`src/hdl/dmc_consts.vh`:
```
`ifndef DMC_CONSTS_VH
`define DMC_CONSTS_VH

// ----------------------------------------------------------------
// Channel count and index width
// ----------------------------------------------------------------
`define DMC_NCH        10
`define DMC_IDX_W      4

// ----------------------------------------------------------------
// Register byte offsets
// ----------------------------------------------------------------
`define DMC_OFS_ISTAT  12'h000
`define DMC_OFS_IMASK  12'h004
`define DMC_OFS_SWREQ  12'h008
`define DMC_CH_PAGE    4'h1
`define DMC_FLD_CTL    2'h0
`define DMC_FLD_CNT    2'h1
`define DMC_FLD_SRC    2'h2
`define DMC_FLD_DST    2'h3

// ----------------------------------------------------------------
// Channel control fields
// ----------------------------------------------------------------
`define DMC_CTL_RING   0
`define DMC_CTL_PEND   1
`define DMC_CTL_SEL_HI 3
`define DMC_CTL_SEL_LO 2
`define DMC_CTL_EN     4
`define DMC_CTL_WID    5
`define DMC_CTL_SINC   6
`define DMC_CTL_DINC   7

`define DMC_SEL_SOFT   2'h0
`define DMC_SEL_CONV   2'h1
`define DMC_SEL_TUDF   2'h2
`define DMC_SEL_TEVT   2'h3

// ----------------------------------------------------------------
// Reset values, window, responses
// ----------------------------------------------------------------
`define DMC_CTL_RST    8'h00
`define DMC_CNT_RST    8'h00
`define DMC_ADDR_RST   16'h0000
`define DMC_IRQ_RST    10'h000
`define DMC_WIN_HI     16'h0080
`define DMC_RESP_OK    2'h0
`define DMC_RESP_ERR   2'h2
`define DMC_RING_AW    5

`endif

```
`src/hdl/dmc_top.v`:
```
// The address map and register access over AXI4-Lite were chosen for this implementation.
`include "dmc_consts.vh"

// What this block does
// - Ten channels with own source, addresses, count
// - Requests from software, converter, timer underflow, timer event
// - At most 256 transfers per programmed run
// - Addresses confined to fixed 64-Kbyte window
// - Read then write; bus released each transfer
// - Source/destination fixed, incrementing or ring
// - Fixed priority, channel 0 highest, 9 lowest
// - Sustain 13.3 Mbytes/s at 50 MHz clock with 16-bit moves (8-bit moves reach 12.5)
// - Count underflow raises grouped channel interrupt
// - Cascade loop channels 0 to 1 to 2
// - Cascade loop channels 5 to 6 to 7
// - Channel 3 transfer requests channel 4
// - Channel 8 transfer requests channel 9
// - Channel 0 underflow requests channel 5
// - Width bit: 0 sixteen bits, 1 eight
// - Pending flag cleared by writing 0 or when its transfer starts
// - Source select 00 soft, 01 conv, 10/11 timer
// - Ring mode bit; enable bit gates transfers
module dmc_top #(
  parameter RING_AW = `DMC_RING_AW
) (
  input  wire        sys_clk,
  input  wire        resetn,
  input  wire [11:0] s_axi_awaddr,
  input  wire        s_axi_awvalid,
  output reg         s_axi_awready,
  input  wire [31:0] s_axi_wdata,
  input  wire [3:0]  s_axi_wstrb,
  input  wire        s_axi_wvalid,
  output reg         s_axi_wready,
  output reg  [1:0]  s_axi_bresp,
  output reg         s_axi_bvalid,
  input  wire        s_axi_bready,
  input  wire [11:0] s_axi_araddr,
  input  wire        s_axi_arvalid,
  output reg         s_axi_arready,
  output reg  [31:0] s_axi_rdata,
  output reg  [1:0]  s_axi_rresp,
  output reg         s_axi_rvalid,
  input  wire        s_axi_rready,
  input  wire [9:0]  src_req_conv,
  input  wire [9:0]  src_req_tudf,
  input  wire [9:0]  src_req_tevt,
  output reg         mbus_req,
  output reg         mbus_we,
  output reg         mbus_byte,
  output reg  [31:0] mbus_addr,
  output reg  [15:0] mbus_wdata,
  input  wire [15:0] mbus_rdata,
  input  wire        mbus_ack,
  output reg         irq
);
  localparam NCH      = `DMC_NCH;
  localparam IW       = `DMC_IDX_W;
  localparam ST_IDLE  = 2'd0;
  localparam ST_READ  = 2'd1;
  localparam ST_WRITE = 2'd2;
  localparam ST_DONE  = 2'd3;

  // ----------------------------------------------------------------
  // Bus slave write path
  // ----------------------------------------------------------------
  reg  [11:0] awaddr_reg;
  reg  [31:0] wdata_reg;
  reg  [3:0]  wstrb_reg;
  reg         aw_full_reg;
  reg         w_full_reg;
  wire        aw_take;
  wire        w_take;
  wire        do_wr;
  wire        aw_full_next;
  wire        w_full_next;
  wire        wr_ch_hit;
  wire [IW-1:0] wr_ch;
  wire [1:0]  wr_fld;
  wire        wr_ok;

  assign aw_take      = s_axi_awvalid & s_axi_awready;
  assign w_take       = s_axi_wvalid & s_axi_wready;
  assign do_wr        = aw_full_reg & w_full_reg & ~s_axi_bvalid;
  assign aw_full_next = do_wr ? 1'b0 : (aw_full_reg | aw_take);
  assign w_full_next  = do_wr ? 1'b0 : (w_full_reg | w_take);
  assign wr_ch        = awaddr_reg[7:4];
  assign wr_fld       = awaddr_reg[3:2];
  assign wr_ch_hit    = (awaddr_reg[11:8] == `DMC_CH_PAGE) && (wr_ch < NCH);
  assign wr_ok        = wr_ch_hit || (awaddr_reg == `DMC_OFS_ISTAT) ||
                        (awaddr_reg == `DMC_OFS_IMASK) ||
                        (awaddr_reg == `DMC_OFS_SWREQ);

  always @(posedge sys_clk or negedge resetn) begin
    if (!resetn) begin
      awaddr_reg    <= 12'h000;
      wdata_reg     <= 32'h0000_0000;
      wstrb_reg     <= 4'h0;
      aw_full_reg   <= 1'b0;
      w_full_reg    <= 1'b0;
      s_axi_awready <= 1'b0;
      s_axi_wready  <= 1'b0;
      s_axi_bvalid  <= 1'b0;
      s_axi_bresp   <= `DMC_RESP_OK;
    end else begin
      if (aw_take) begin
        awaddr_reg <= {s_axi_awaddr[11:2], 2'b00};
      end
      if (w_take) begin
        wdata_reg <= s_axi_wdata;
        wstrb_reg <= s_axi_wstrb;
      end
      aw_full_reg   <= aw_full_next;
      w_full_reg    <= w_full_next;
      s_axi_awready <= ~aw_full_next;
      s_axi_wready  <= ~w_full_next;
      if (do_wr) begin
        s_axi_bvalid <= 1'b1;
        s_axi_bresp  <= wr_ok ? `DMC_RESP_OK : `DMC_RESP_ERR;
      end else if (s_axi_bready) begin
        s_axi_bvalid <= 1'b0;
      end
    end
  end

  // ----------------------------------------------------------------
  // Engine control signals shared with the channels
  // ----------------------------------------------------------------
  reg  [1:0]    state_reg;
  reg  [IW-1:0] cur_ch_reg;
  reg  [NCH-1:0] gnt_reg;
  wire [NCH-1:0] ready_vec;
  wire [NCH-1:0] gnt_vec;
  wire [IW-1:0]  gnt_idx;
  wire           gnt_any;
  wire [NCH-1:0] start_vec;
  wire [NCH-1:0] fin_vec;
  wire [NCH-1:0] uf_vec;
  wire [NCH-1:0] casc_vec;
  wire [NCH*8-1:0]  ctl_flat;
  wire [NCH*8-1:0]  cnt_flat;
  wire [NCH*16-1:0] src_flat;
  wire [NCH*16-1:0] dst_flat;
  wire [NCH-1:0]    pend_vec;
  wire [15:0]   src_nx;
  wire [15:0]   dst_nx;

  assign start_vec = (state_reg == ST_IDLE) ? gnt_vec : {NCH{1'b0}};
  assign fin_vec   = (state_reg == ST_DONE) ? gnt_reg : {NCH{1'b0}};

  // Cascade links; channels 3 and 8 have no inbound link
  assign casc_vec[1] = fin_vec[0];
  assign casc_vec[2] = fin_vec[1];
  assign casc_vec[0] = fin_vec[2];
  assign casc_vec[3] = 1'b0;
  assign casc_vec[4] = fin_vec[3];
  assign casc_vec[6] = fin_vec[5];
  assign casc_vec[7] = fin_vec[6];
  assign casc_vec[5] = fin_vec[7] | uf_vec[0];
  assign casc_vec[8] = 1'b0;
  assign casc_vec[9] = fin_vec[8];

  // ----------------------------------------------------------------
  // Per-channel registers
  // ----------------------------------------------------------------
  genvar i;
  generate
    for (i = 0; i < NCH; i = i + 1) begin : g_ch
      reg  [7:0]  ctl_reg;
      reg  [7:0]  cnt_reg;
      reg  [15:0] src_reg;
      reg  [15:0] dst_reg;
      reg         pend_reg;
      reg         trig;
      wire        wsel;
      wire        me_fin;

      assign wsel   = do_wr & wr_ch_hit & (wr_ch == i);
      assign me_fin = fin_vec[i];
      assign uf_vec[i] = me_fin & (cnt_reg == 8'h00);

      always @* begin
        case (ctl_reg[`DMC_CTL_SEL_HI:`DMC_CTL_SEL_LO])
          `DMC_SEL_SOFT: trig = casc_vec[i] | (do_wr & wstrb_reg[i/8] &
                                (awaddr_reg == `DMC_OFS_SWREQ) & wdata_reg[i]);
          `DMC_SEL_CONV: trig = src_req_conv[i];
          `DMC_SEL_TUDF: trig = src_req_tudf[i];
          `DMC_SEL_TEVT: trig = src_req_tevt[i];
          default:       trig = 1'b0;
        endcase
      end

      always @(posedge sys_clk or negedge resetn) begin
        if (!resetn) begin
          ctl_reg  <= `DMC_CTL_RST;
          cnt_reg  <= `DMC_CNT_RST;
          src_reg  <= `DMC_ADDR_RST;
          dst_reg  <= `DMC_ADDR_RST;
          pend_reg <= 1'b0;
        end else begin
          // A new request wins over any clear in the same cycle
          if (trig) begin
            pend_reg <= 1'b1;
          end else if (start_vec[i]) begin
            pend_reg <= 1'b0;
          end else if (wsel && wr_fld == `DMC_FLD_CTL && wstrb_reg[0] &&
                       !wdata_reg[`DMC_CTL_PEND]) begin
            pend_reg <= 1'b0;
          end
          if (wsel && wstrb_reg[0]) begin
            case (wr_fld)
              `DMC_FLD_CTL: ctl_reg <= wdata_reg[7:0];
              `DMC_FLD_CNT: cnt_reg <= wdata_reg[7:0];
              `DMC_FLD_SRC: src_reg[7:0] <= wdata_reg[7:0];
              default:      dst_reg[7:0] <= wdata_reg[7:0];
            endcase
          end
          if (wsel && wstrb_reg[1]) begin
            if (wr_fld == `DMC_FLD_SRC) begin
              src_reg[15:8] <= wdata_reg[15:8];
            end
            if (wr_fld == `DMC_FLD_DST) begin
              dst_reg[15:8] <= wdata_reg[15:8];
            end
          end
          // Engine update lands after the bus write, so it wins
          if (me_fin) begin
            cnt_reg <= cnt_reg - 8'h01;
            src_reg <= src_nx;
            dst_reg <= dst_nx;
            if (cnt_reg == 8'h00) begin
              ctl_reg[`DMC_CTL_EN] <= 1'b0;
            end
          end
        end
      end

      assign ready_vec[i] = pend_reg & ctl_reg[`DMC_CTL_EN];
      assign ctl_flat[i*8 +: 8]   = ctl_reg;
      assign cnt_flat[i*8 +: 8]   = cnt_reg;
      assign src_flat[i*16 +: 16] = src_reg;
      assign dst_flat[i*16 +: 16] = dst_reg;
      assign pend_vec[i] = pend_reg;
    end
  endgenerate

  // ----------------------------------------------------------------
  // Arbitration and address stepping
  // ----------------------------------------------------------------
  dmc_prio #(
    .N  (NCH),
    .IW (IW)
  ) u_prio (
    .req (ready_vec),
    .gnt (gnt_vec),
    .idx (gnt_idx),
    .any (gnt_any)
  );

  wire [IW-1:0] sel_ch;
  wire [7:0]    sel_ctl;
  wire [15:0]   sel_src;
  wire [15:0]   sel_dst;

  assign sel_ch  = (state_reg == ST_IDLE) ? gnt_idx : cur_ch_reg;
  assign sel_ctl = ctl_flat[sel_ch*8 +: 8];
  assign sel_src = src_flat[sel_ch*16 +: 16];
  assign sel_dst = dst_flat[sel_ch*16 +: 16];

  dmc_addr_step #(
    .RING_AW (RING_AW)
  ) u_src_step (
    .addr      (sel_src),
    .inc       (sel_ctl[`DMC_CTL_SINC]),
    .ring      (sel_ctl[`DMC_CTL_RING]),
    .byte_sz   (sel_ctl[`DMC_CTL_WID]),
    .addr_next (src_nx)
  );

  dmc_addr_step #(
    .RING_AW (RING_AW)
  ) u_dst_step (
    .addr      (sel_dst),
    .inc       (sel_ctl[`DMC_CTL_DINC]),
    .ring      (sel_ctl[`DMC_CTL_RING]),
    .byte_sz   (sel_ctl[`DMC_CTL_WID]),
    .addr_next (dst_nx)
  );

  // ----------------------------------------------------------------
  // Transfer engine
  // ----------------------------------------------------------------
  // Four states per transfer keep a 16-bit move well above 13.3 MB/s
  // at 50 MHz with single-cycle bus acks
  always @(posedge sys_clk or negedge resetn) begin
    if (!resetn) begin
      state_reg  <= ST_IDLE;
      cur_ch_reg <= {IW{1'b0}};
      gnt_reg    <= {NCH{1'b0}};
      mbus_req   <= 1'b0;
      mbus_we    <= 1'b0;
      mbus_byte  <= 1'b0;
      mbus_addr  <= 32'h0000_0000;
      mbus_wdata <= 16'h0000;
    end else begin
      case (state_reg)
        ST_IDLE: begin
          if (gnt_any) begin
            state_reg  <= ST_READ;
            cur_ch_reg <= gnt_idx;
            gnt_reg    <= gnt_vec;
            mbus_req   <= 1'b1;
            mbus_we    <= 1'b0;
            mbus_byte  <= sel_ctl[`DMC_CTL_WID];
            mbus_addr  <= {`DMC_WIN_HI, sel_src};
          end
        end
        ST_READ: begin
          if (mbus_ack) begin
            state_reg  <= ST_WRITE;
            mbus_we    <= 1'b1;
            mbus_wdata <= mbus_rdata;
            mbus_addr  <= {`DMC_WIN_HI, sel_dst};
          end
        end
        ST_WRITE: begin
          if (mbus_ack) begin
            state_reg <= ST_DONE;
            mbus_req  <= 1'b0;
            mbus_we   <= 1'b0;
          end
        end
        ST_DONE: begin
          state_reg <= ST_IDLE;
          gnt_reg   <= {NCH{1'b0}};
        end
        default: begin
          state_reg <= ST_IDLE;
        end
      endcase
    end
  end

  // ----------------------------------------------------------------
  // Interrupt status and mask
  // ----------------------------------------------------------------
  reg  [NCH-1:0] istat_reg;
  reg  [NCH-1:0] imask_reg;
  wire [NCH-1:0] istat_next;
  wire           ar_take;
  wire           istat_rd;

  assign ar_take    = s_axi_arvalid & s_axi_arready;
  assign istat_rd   = ar_take && ({s_axi_araddr[11:2], 2'b00} == `DMC_OFS_ISTAT);
  // Underflow in the read cycle survives the read clear
  assign istat_next = (istat_rd ? {NCH{1'b0}} : istat_reg) | uf_vec;

  always @(posedge sys_clk or negedge resetn) begin
    if (!resetn) begin
      istat_reg <= `DMC_IRQ_RST;
      imask_reg <= `DMC_IRQ_RST;
      irq       <= 1'b0;
    end else begin
      istat_reg <= istat_next;
      if (do_wr && awaddr_reg == `DMC_OFS_IMASK) begin
        if (wstrb_reg[0]) begin
          imask_reg[7:0] <= wdata_reg[7:0];
        end
        if (wstrb_reg[1]) begin
          imask_reg[NCH-1:8] <= wdata_reg[NCH-1:8];
        end
      end
      irq <= |(istat_next & imask_reg);
    end
  end

  // ----------------------------------------------------------------
  // Bus slave read path
  // ----------------------------------------------------------------
  wire [11:0]   rd_addr;
  wire [IW-1:0] rd_ch;
  wire          rd_ch_hit;
  reg  [31:0]   rd_data;
  reg           rd_ok;
  wire          rvalid_next;

  assign rd_addr     = {s_axi_araddr[11:2], 2'b00};
  assign rd_ch       = rd_addr[7:4];
  assign rd_ch_hit   = (rd_addr[11:8] == `DMC_CH_PAGE) && (rd_ch < NCH);
  assign rvalid_next = ar_take | (s_axi_rvalid & ~s_axi_rready);

  always @* begin
    rd_data = 32'h0000_0000;
    rd_ok   = 1'b1;
    if (rd_ch_hit) begin
      case (rd_addr[3:2])
        `DMC_FLD_CTL: rd_data[7:0] = {ctl_flat[rd_ch*8+2 +: 6], pend_vec[rd_ch],
                                      ctl_flat[rd_ch*8]};
        `DMC_FLD_CNT: rd_data[7:0] = cnt_flat[rd_ch*8 +: 8];
        `DMC_FLD_SRC: rd_data[15:0] = src_flat[rd_ch*16 +: 16];
        default:      rd_data[15:0] = dst_flat[rd_ch*16 +: 16];
      endcase
    end else if (rd_addr == `DMC_OFS_ISTAT) begin
      rd_data[NCH-1:0] = istat_reg;
    end else if (rd_addr == `DMC_OFS_IMASK) begin
      rd_data[NCH-1:0] = imask_reg;
    end else if (rd_addr != `DMC_OFS_SWREQ) begin
      rd_ok = 1'b0;
    end
  end

  always @(posedge sys_clk or negedge resetn) begin
    if (!resetn) begin
      s_axi_arready <= 1'b0;
      s_axi_rvalid  <= 1'b0;
      s_axi_rdata   <= 32'h0000_0000;
      s_axi_rresp   <= `DMC_RESP_OK;
    end else begin
      if (ar_take) begin
        s_axi_rdata <= rd_data;
        s_axi_rresp <= rd_ok ? `DMC_RESP_OK : `DMC_RESP_ERR;
      end
      s_axi_rvalid  <= rvalid_next;
      s_axi_arready <= ~rvalid_next;
    end
  end
endmodule

```
`src/hdl/dmc_prio.v`:
```
// ----------------------------------------------------------------
// Fixed priority pick, lowest index wins
// ----------------------------------------------------------------
module dmc_prio #(
  parameter N  = 10,
  parameter IW = 4
) (
  input  wire [N-1:0]  req,
  output wire [N-1:0]  gnt,
  output reg  [IW-1:0] idx,
  output wire          any
);
  wire [N:0] blk;
  integer    k;

  assign blk[0] = 1'b0;
  genvar i;
  generate
    for (i = 0; i < N; i = i + 1) begin : g_pick
      assign blk[i+1] = blk[i] | req[i];
      assign gnt[i]   = req[i] & ~blk[i];
    end
  endgenerate
  assign any = blk[N];

  always @* begin
    idx = {IW{1'b0}};
    for (k = N - 1; k >= 0; k = k - 1) begin
      if (req[k]) begin
        idx = k[IW-1:0];
      end
    end
  end
endmodule

```
`src/hdl/dmc_addr_step.v`:
```
// ----------------------------------------------------------------
// Address advance: fixed, incrementing, or ring wrap
// ----------------------------------------------------------------
module dmc_addr_step #(
  parameter RING_AW = 5
) (
  input  wire [15:0] addr,
  input  wire        inc,
  input  wire        ring,
  input  wire        byte_sz,
  output wire [15:0] addr_next
);
  wire [15:0] sum;

  assign sum = addr + (byte_sz ? 16'h0001 : 16'h0002);
  // Ring keeps the upper bits, so the pointer wraps in an aligned block
  assign addr_next = !inc ? addr :
                     ring ? {addr[15:RING_AW], sum[RING_AW-1:0]} : sum;
endmodule

```
`config.mk`:
```
export PLATFORM = sky130hd
export DESIGN_NAME = dmc_top
export DESIGN_NICKNAME = d
export VERILOG_FILES = /design/src/hdl/dmc_top.v /design/src/hdl/dmc_prio.v /design/src/hdl/dmc_addr_step.v
export VERILOG_INCLUDE_DIRS = /design/src /design/src/hdl
export SDC_FILE = /design/constraint.sdc
export NUM_CORES = 2
export LEC_CHECK = 0
export BUFFER_PORTS_ARGS = -buffer_cell sky130_fd_sc_hd__clkbuf_2
export CORE_MARGIN = 2
export CORE_UTILIZATION = 35
export DETAILED_ROUTE_END_ITERATION = 8
export SKIP_LAST_GASP = 1
export SLEW_MARGIN = 20
export SYNTH_ARGS = -nofsm -noshare
export SYNTH_HDL_FRONTEND = slang
export SYNTH_SLANG_ARGS = --single-unit
```
`constraint.sdc`:
```
create_clock -name sys_clk -period 6 [get_ports sys_clk]
set_clock_uncertainty 0.05 [all_clocks]
set_input_delay 0.9 -clock sys_clk [delete_from_list [all_inputs] [get_ports sys_clk]]
set_output_delay 0.9 -clock sys_clk [all_outputs]
set_load 0.03 [all_outputs]
```
* Word-level counts from Yosys, hierarchy flattened *
Cells that the tools add are included.

storage, ports and cells
  RAM bits = 0
  memory bits (read-only) = 0
  flip-flop bits (word level) = 633
  word-level logic and storage cells = 733
  memories kept = 0
  output and inout port bits = 93
  latch bits = 0
  bits of input ports = 114

operators by class
  bitwise logic cells = 97
  muxes and demuxes = 219
  equality and inequality tests = 66
  $add $sub $neg = 13
  reductions and logical operators = 222
  shifts and indexed selects = 7
  order comparisons = 4
  divide/modulo/power cells = 0
  $mul = 0

operators with widths
  operator                                                             count
  160-bit by 9-bit variable part select with 16-bit output             4
  8-bit two-way mux                                                    65
  16-bit two-way mux                                                   24
  80-bit by 8-bit variable part select with 8-bit output               2
  2-bit AND reduction                                                  65
  2-bit nonzero test                                                   54
  5-bit two-way mux                                                    20
  8-bit zero test                                                      10
  80-bit by 9-bit variable part select with 6-bit output               1
  8-bit by 1-bit subtractor with 8-bit output (second input constant)  10
  10-bit two-way mux                                                   7
  1-bit two-way mux                                                    64
  32-bit two-way mux                                                   2
  32-bit case mux with 2 select lines                                  1
  1-bit AND                                                            60
  1-bit logical AND                                                    54
  2-bit == test (second input constant)                                25
  4-bit two-way mux                                                    11
  1-bit case mux with 4 select lines                                   10
  3-bit nonzero test                                                   11
  16-bit adder                                                         2
  2-bit by 1-bit == test with 1-bit output (second input constant)     13
  2-bit zero test                                                      13
  12-bit zero test                                                     2
  other kinds (35)                                                     98

* Depth between registers and ports, before layout *
  word-level depth = 18
  gate-level depth with buffers = 22
  gate-level depth less buffers = 17

* Cells and area by module *
Synthesis repeated with hierarchy kept, for this count alone.

second synthesis, totals
  cell total of the unflattened synthesis = 4137
  area total of the unflattened synthesis = 37526.0 µm²

modules (own cells, without submodules)
  module         area each (µm²)  cells an instance  sequential area each (µm²)  times used
  dmc_top        36601.4          4014               15164.5                     1
  dmc_addr_step  364.1            47                 0.0                         2
  dmc_prio       196.4            29                 0.0                         1

* Least setup slack after synthesis *
Ideal clock, no wire load.

  path kind = reg-to-reg
  start point = register state_reg[0]
  end point = register g_ch[9].dst_reg[2]
  library setup time = 0.140 ns
  stages on the path, launching flop included = 22
  data arrival time = 4.240 ns
  slack = 1.570 ns
  clock period less this slack = 4.430 ns
  buffers on the path = 5
  cell sequence = dfrtp_1 inv_1 ha_1 buf_2 mux2_2 nand2_2 buf_2 buf_1 buf_2 clkbuf_1 nand2_1 nand3_1 a32oi_1 o21ai_0 inv_1 fa_1 inv_1 a31o_2 xor2_1 nor2_1 a21oi_1 o21ai_0

between the ends
  longest elaborated chain between the ends = 8
  elaborated cells between the ends (all ways) = 14
  those cells by class = 1 x add/sub; 2 x eq/ne; 2 x shift; 6 x mux; 3 x reduce/logical

RTL lines
  what                                                    RTL line            source
  start: declaration                                      dmc_top.v:129       reg [1:0] state_reg;
  start signal: assignment                                dmc_top.v:297       state_reg <= ST_IDLE;
  start signal: assignment                                dmc_top.v:309       state_reg <= ST_READ;
  start signal: assignment                                dmc_top.v:320       state_reg <= ST_WRITE;
  2-bit zero test                                         dmc_top.v:265       assign sel_ch = (state_reg == ST_IDLE) ? gnt_idx : cur_ch_reg;
  4-bit two-way mux                                       dmc_top.v:265
  80-bit by 8-bit variable part select with 8-bit output  dmc_top.v:266       assign sel_ctl = ctl_flat[sel_ch*8 +: 8];
  via u_dst_step.byte_sz                                  dmc_addr_step.v:10  input wire byte_sz,
  2-bit two-way mux                                       dmc_addr_step.v:15  assign sum = addr + (byte_sz ? 16'h0001 : 16'h0002);
  16-bit adder                                            dmc_addr_step.v:15
  16-bit two-way mux                                      dmc_addr_step.v:18  ring ? {addr[15:RING_AW], sum[RING_AW-1:0]} : sum;
  16-bit two-way mux                                      dmc_addr_step.v:17  assign addr_next = !inc ? addr :
  16-bit two-way mux                                      dmc_top.v:227       if (me_fin) begin
  end signal: assignment                                  dmc_top.v:198       dst_reg <= `DMC_ADDR_RST;
  end signal: assignment                                  dmc_top.v:215       default: dst_reg[7:0] <= wdata_reg[7:0];
  end signal: assignment                                  dmc_top.v:230       dst_reg <= dst_nx;
  end: declaration                                        dmc_top.v:172       reg [15:0] dst_reg;

The timed path passes the listed nets, and every way through them passes these cells.
A chain may end at the register's enable or synchronous reset.

* Worst setup path in the final report *
  start point = register state_reg[0]
  end point = register g_ch[3].dst_reg[7]

between the ends
  longest elaborated chain between the ends = 8
  elaborated cells between the ends (all ways) = 14
  those cells by class = 1 x add/sub; 2 x eq/ne; 2 x shift; 6 x mux; 3 x reduce/logical

RTL lines
  what                                                    RTL line
  2-bit zero test                                         dmc_top.v:265
  4-bit two-way mux                                       dmc_top.v:265
  80-bit by 8-bit variable part select with 8-bit output  dmc_top.v:266
  via u_dst_step.byte_sz                                  dmc_addr_step.v:10
  2-bit two-way mux                                       dmc_addr_step.v:15
  16-bit adder                                            dmc_addr_step.v:15
  16-bit two-way mux                                      dmc_addr_step.v:18
  16-bit two-way mux                                      dmc_addr_step.v:17
  16-bit two-way mux                                      dmc_top.v:227
  end signal: assignment                                  dmc_top.v:198
  end signal: assignment                                  dmc_top.v:215
  end signal: assignment                                  dmc_top.v:230
  end: declaration                                        dmc_top.v:172

The timed path passes the listed nets, and every way through them passes these cells.

==> metrics.txt <==
outcome finished clean; Final setup viols 0; ANT nets after route 0; Buf/Inv on CP 3; Avg Cell Area, Syn 9.35 sq um; RSZ-0062 raised after global routing false; max incr delay on CP between 800 and 900 ps; CP startpoint kind flip-flop; TNS Setup 0 ps; adder-cell share of the synthesized area 0.00782; gr usage total 0.273; global-route wire length before repair between 200 and 250 mm; Slew HR 0.235; Critical Path RT 6430 ps; fin. max-slew vios 0; # rows approximately 120; Reg clk slew, reported paths 60 ps; vias post-DR about 33000; Post-CTS Hold Buffers 0; DRC Markers 0; Ys Warns 0; fin util 0.403; Die H between 300 and 400 microns; Worst Path Arrival 5950 ps; largest net degree at the start of global routing 143; clock latency on the worst-skew pair ~650 ps; DP Cell Count 5147; FFs w/ async S/R, synth 1.00; pre-CTS setup slack about 800 ps; Mapped Area around 36000 sq um; Worst R2R Setup Slack around 480 ps; Mapped Cells 3796; CP delay by family, top simple AND/OR/NAND/NOR gates; combinational family with the most area after synthesis compound AO/OA/AOI/OAI gates; Top FF cell, synth dfrtp_1; CTS resizes 0; total congestion overflow 0; initial DRC count ~4200; max cap viols 0; CP Class reg2reg; antenna violations before repair 3; layout cells sized above 1 0.179; Hold Path Class in2async; Post-synth EDFFs 0; Fmax achieved 181 MHz; die area ~100000 sq um; R2R Path Start state_reg[0]; Final Non-Filler Cells ~5300; Root Buffer clkbuf_16; Slew @ Worst Pin 1140 ps; final WL about 140 mm; Port-buffer cells 151; complex-gate fraction of the synthesized area 0.220; CTS Buf Count 75; XOR/XNOR share of the synthesized area 0.00944; CP cell instances inv_1 > ha_1 > mux2_2 > and2_4 > nor2_1 > a32oi_1 > o21ai_0 > buf_4 > inv_1 > ha_1 > a21o_1 > nand2_1 > nor3_1 > xnor2_1 > a21oi_1; post-CTS setup buffers 0; fin crit period roughly 5500 ps; CTS Buffer Depth 3; post-synthesis mux area share 0.145; gpl congestion slightly below 1; Vias per Instance between 6 and 7; number of nets in the layout around 4000; first drt pass iteration count 6; smallest setup slack after layout about 480 ps; critical path fanouts, max 29; Reg2Reg Capture Point g_ch[3].dst_reg[7]; Crit. End Element flip-flop; CP max-delay cell xnor2_1; LEAKAGE 17.2 nW; die outline width about 320 microns; maximum vdd ir drop between 0.0003 and 0.0004 V; Starting Density 0.354; simple-gate share of the synthesized area 0.146; H-tree Lvls 3; area grow syn2layout 13.8%; reg2reg path depth 15; routed length per instance about 27 microns; DP Wirelength roughly 96 mm; vias in the first global route 31400; Synth Register Bits about 610; # IOs between 200 and 250; core area around 100000 sq um; Synth cell types 80; Fin. Hold Viols 0; clk sinks approximately 610; CTS tree yes; sequential share of the synthesized area 0.427; Pwr per Cell Area ~450 nW/um^2; final cycle utilization of the critical path 0.921
-- Yosys cell counts (14+ instances only) --
cell,instances,area (sq um)
a211o_1,18,158
a211oi_1,91,683
a21oi_1,316,1580
a221oi_1,26,228
a22oi_1,119,893
a31oi_1,97,607
and2_1,24,150
and3_1,48,300
buf_1,28,105
buf_2,34,170
buf_4,41,308
clkbuf_1,210,788
dfrtp_1,606,15200
ha_1,19,238
inv_1,44,165
mux2_2,135,1520
mux2i_1,146,1460
mux4_2,96,2160
nand2_1,520,1950
nand2b_1,22,138
nand3_1,127,636
nor2_1,238,893
nor2b_1,57,357
nor3_1,26,130
nor4_1,15,93.8
o211ai_1,28,210
o21ai_0,310,1550
o21ai_1,34,170
o221ai_1,25,219
o22ai_1,95,594
o31ai_1,14,105
-- cell type report --
cell class | count | area (sq um)
multi-input combinational | 2861 | 19000
timing repair buffer | 279 | 1830
clock buffer | 109 | 2240
fill | 9971 | 59900
sequential | 606 | 15200
tap | 1357 | 1700
inverter | 44 | 165
antenna | 1 | 2.50
clock inverter | 31 | 324
-- per-layer routing --
layer  vias up  track usage  wire length (microns)
li1      14200            -                      -
met3       449       0.0664                  15900
met2      1968        0.403                  62000
met5         -            0                     31
met4         4        0.155                   8900
met1     16300        0.364                  56900
-- report_power, final --
group / total, mW / leakage, nW / internal (mW) / switching [mW]
clock network: 4.78 / 1.28 / 2.81 / 1.97
logic: 7.77 / 7.67 / 2.25 / 5.52
registers: 5.47 / 8.25 / 4.65 / 0.810
-- worst max-delay path by stage --
stage,startpoint,endpoint,slack [ps],cells after the start
2_1_floorplan,state_reg[0],g_ch[9].dst_reg[2],1570,21
3_3_place_gp,state_reg[0],g_ch[7].dst_reg[6],860,15
3_5_place_dp,state_reg[0],g_ch[8].dst_reg[7],800,15
4_1_cts,state_reg[0],g_ch[3].dst_reg[7],720,15
5_1_grt,state_reg[0],g_ch[0].dst_reg[10],460,15
6_report,state_reg[0],g_ch[3].dst_reg[7],480,15
-- logic make-up (layout without fill, tap and decap cells) --
kind of cell,Yosys count,after routing
multiplexers,377,377
XOR/XNOR,28,28
AO/OA/AOI/OAI,1263,1263
adder cells (fa/ha/maj),21,21
buffers and inverters,361,463
other,1,34
flip-flops,606,606
AND/OR/NAND/NOR,1139,1139
-- cell usage in the layout (no fill, tap or decap), types with 123 or more instances in the layout --
cell	count
mux2i_1	146
clkbuf_2	147
nor2_1	234
o21ai_0	309
buf_4	123
dfrtp_1	605
mux2_2	135
nand3_1	127
a21oi_1	316
nand2_1	518
-- per-stage QoR --
stage / total power, mW / hold slack, ps / cell area [sq um]
6_report: 18.0 / 156 / 40400
5_1_grt: 18.6 / 270 / 40400
4_1_cts: 17.8 / 245 / 40400
3_5_place_dp: 13.0 / 419 / 37800
3_3_place_gp: 12.9 / 412 / 37800
2_1_floorplan: 9.75 / 391 / 35600
No activity file was read; power rests on OpenSTA's default activity.
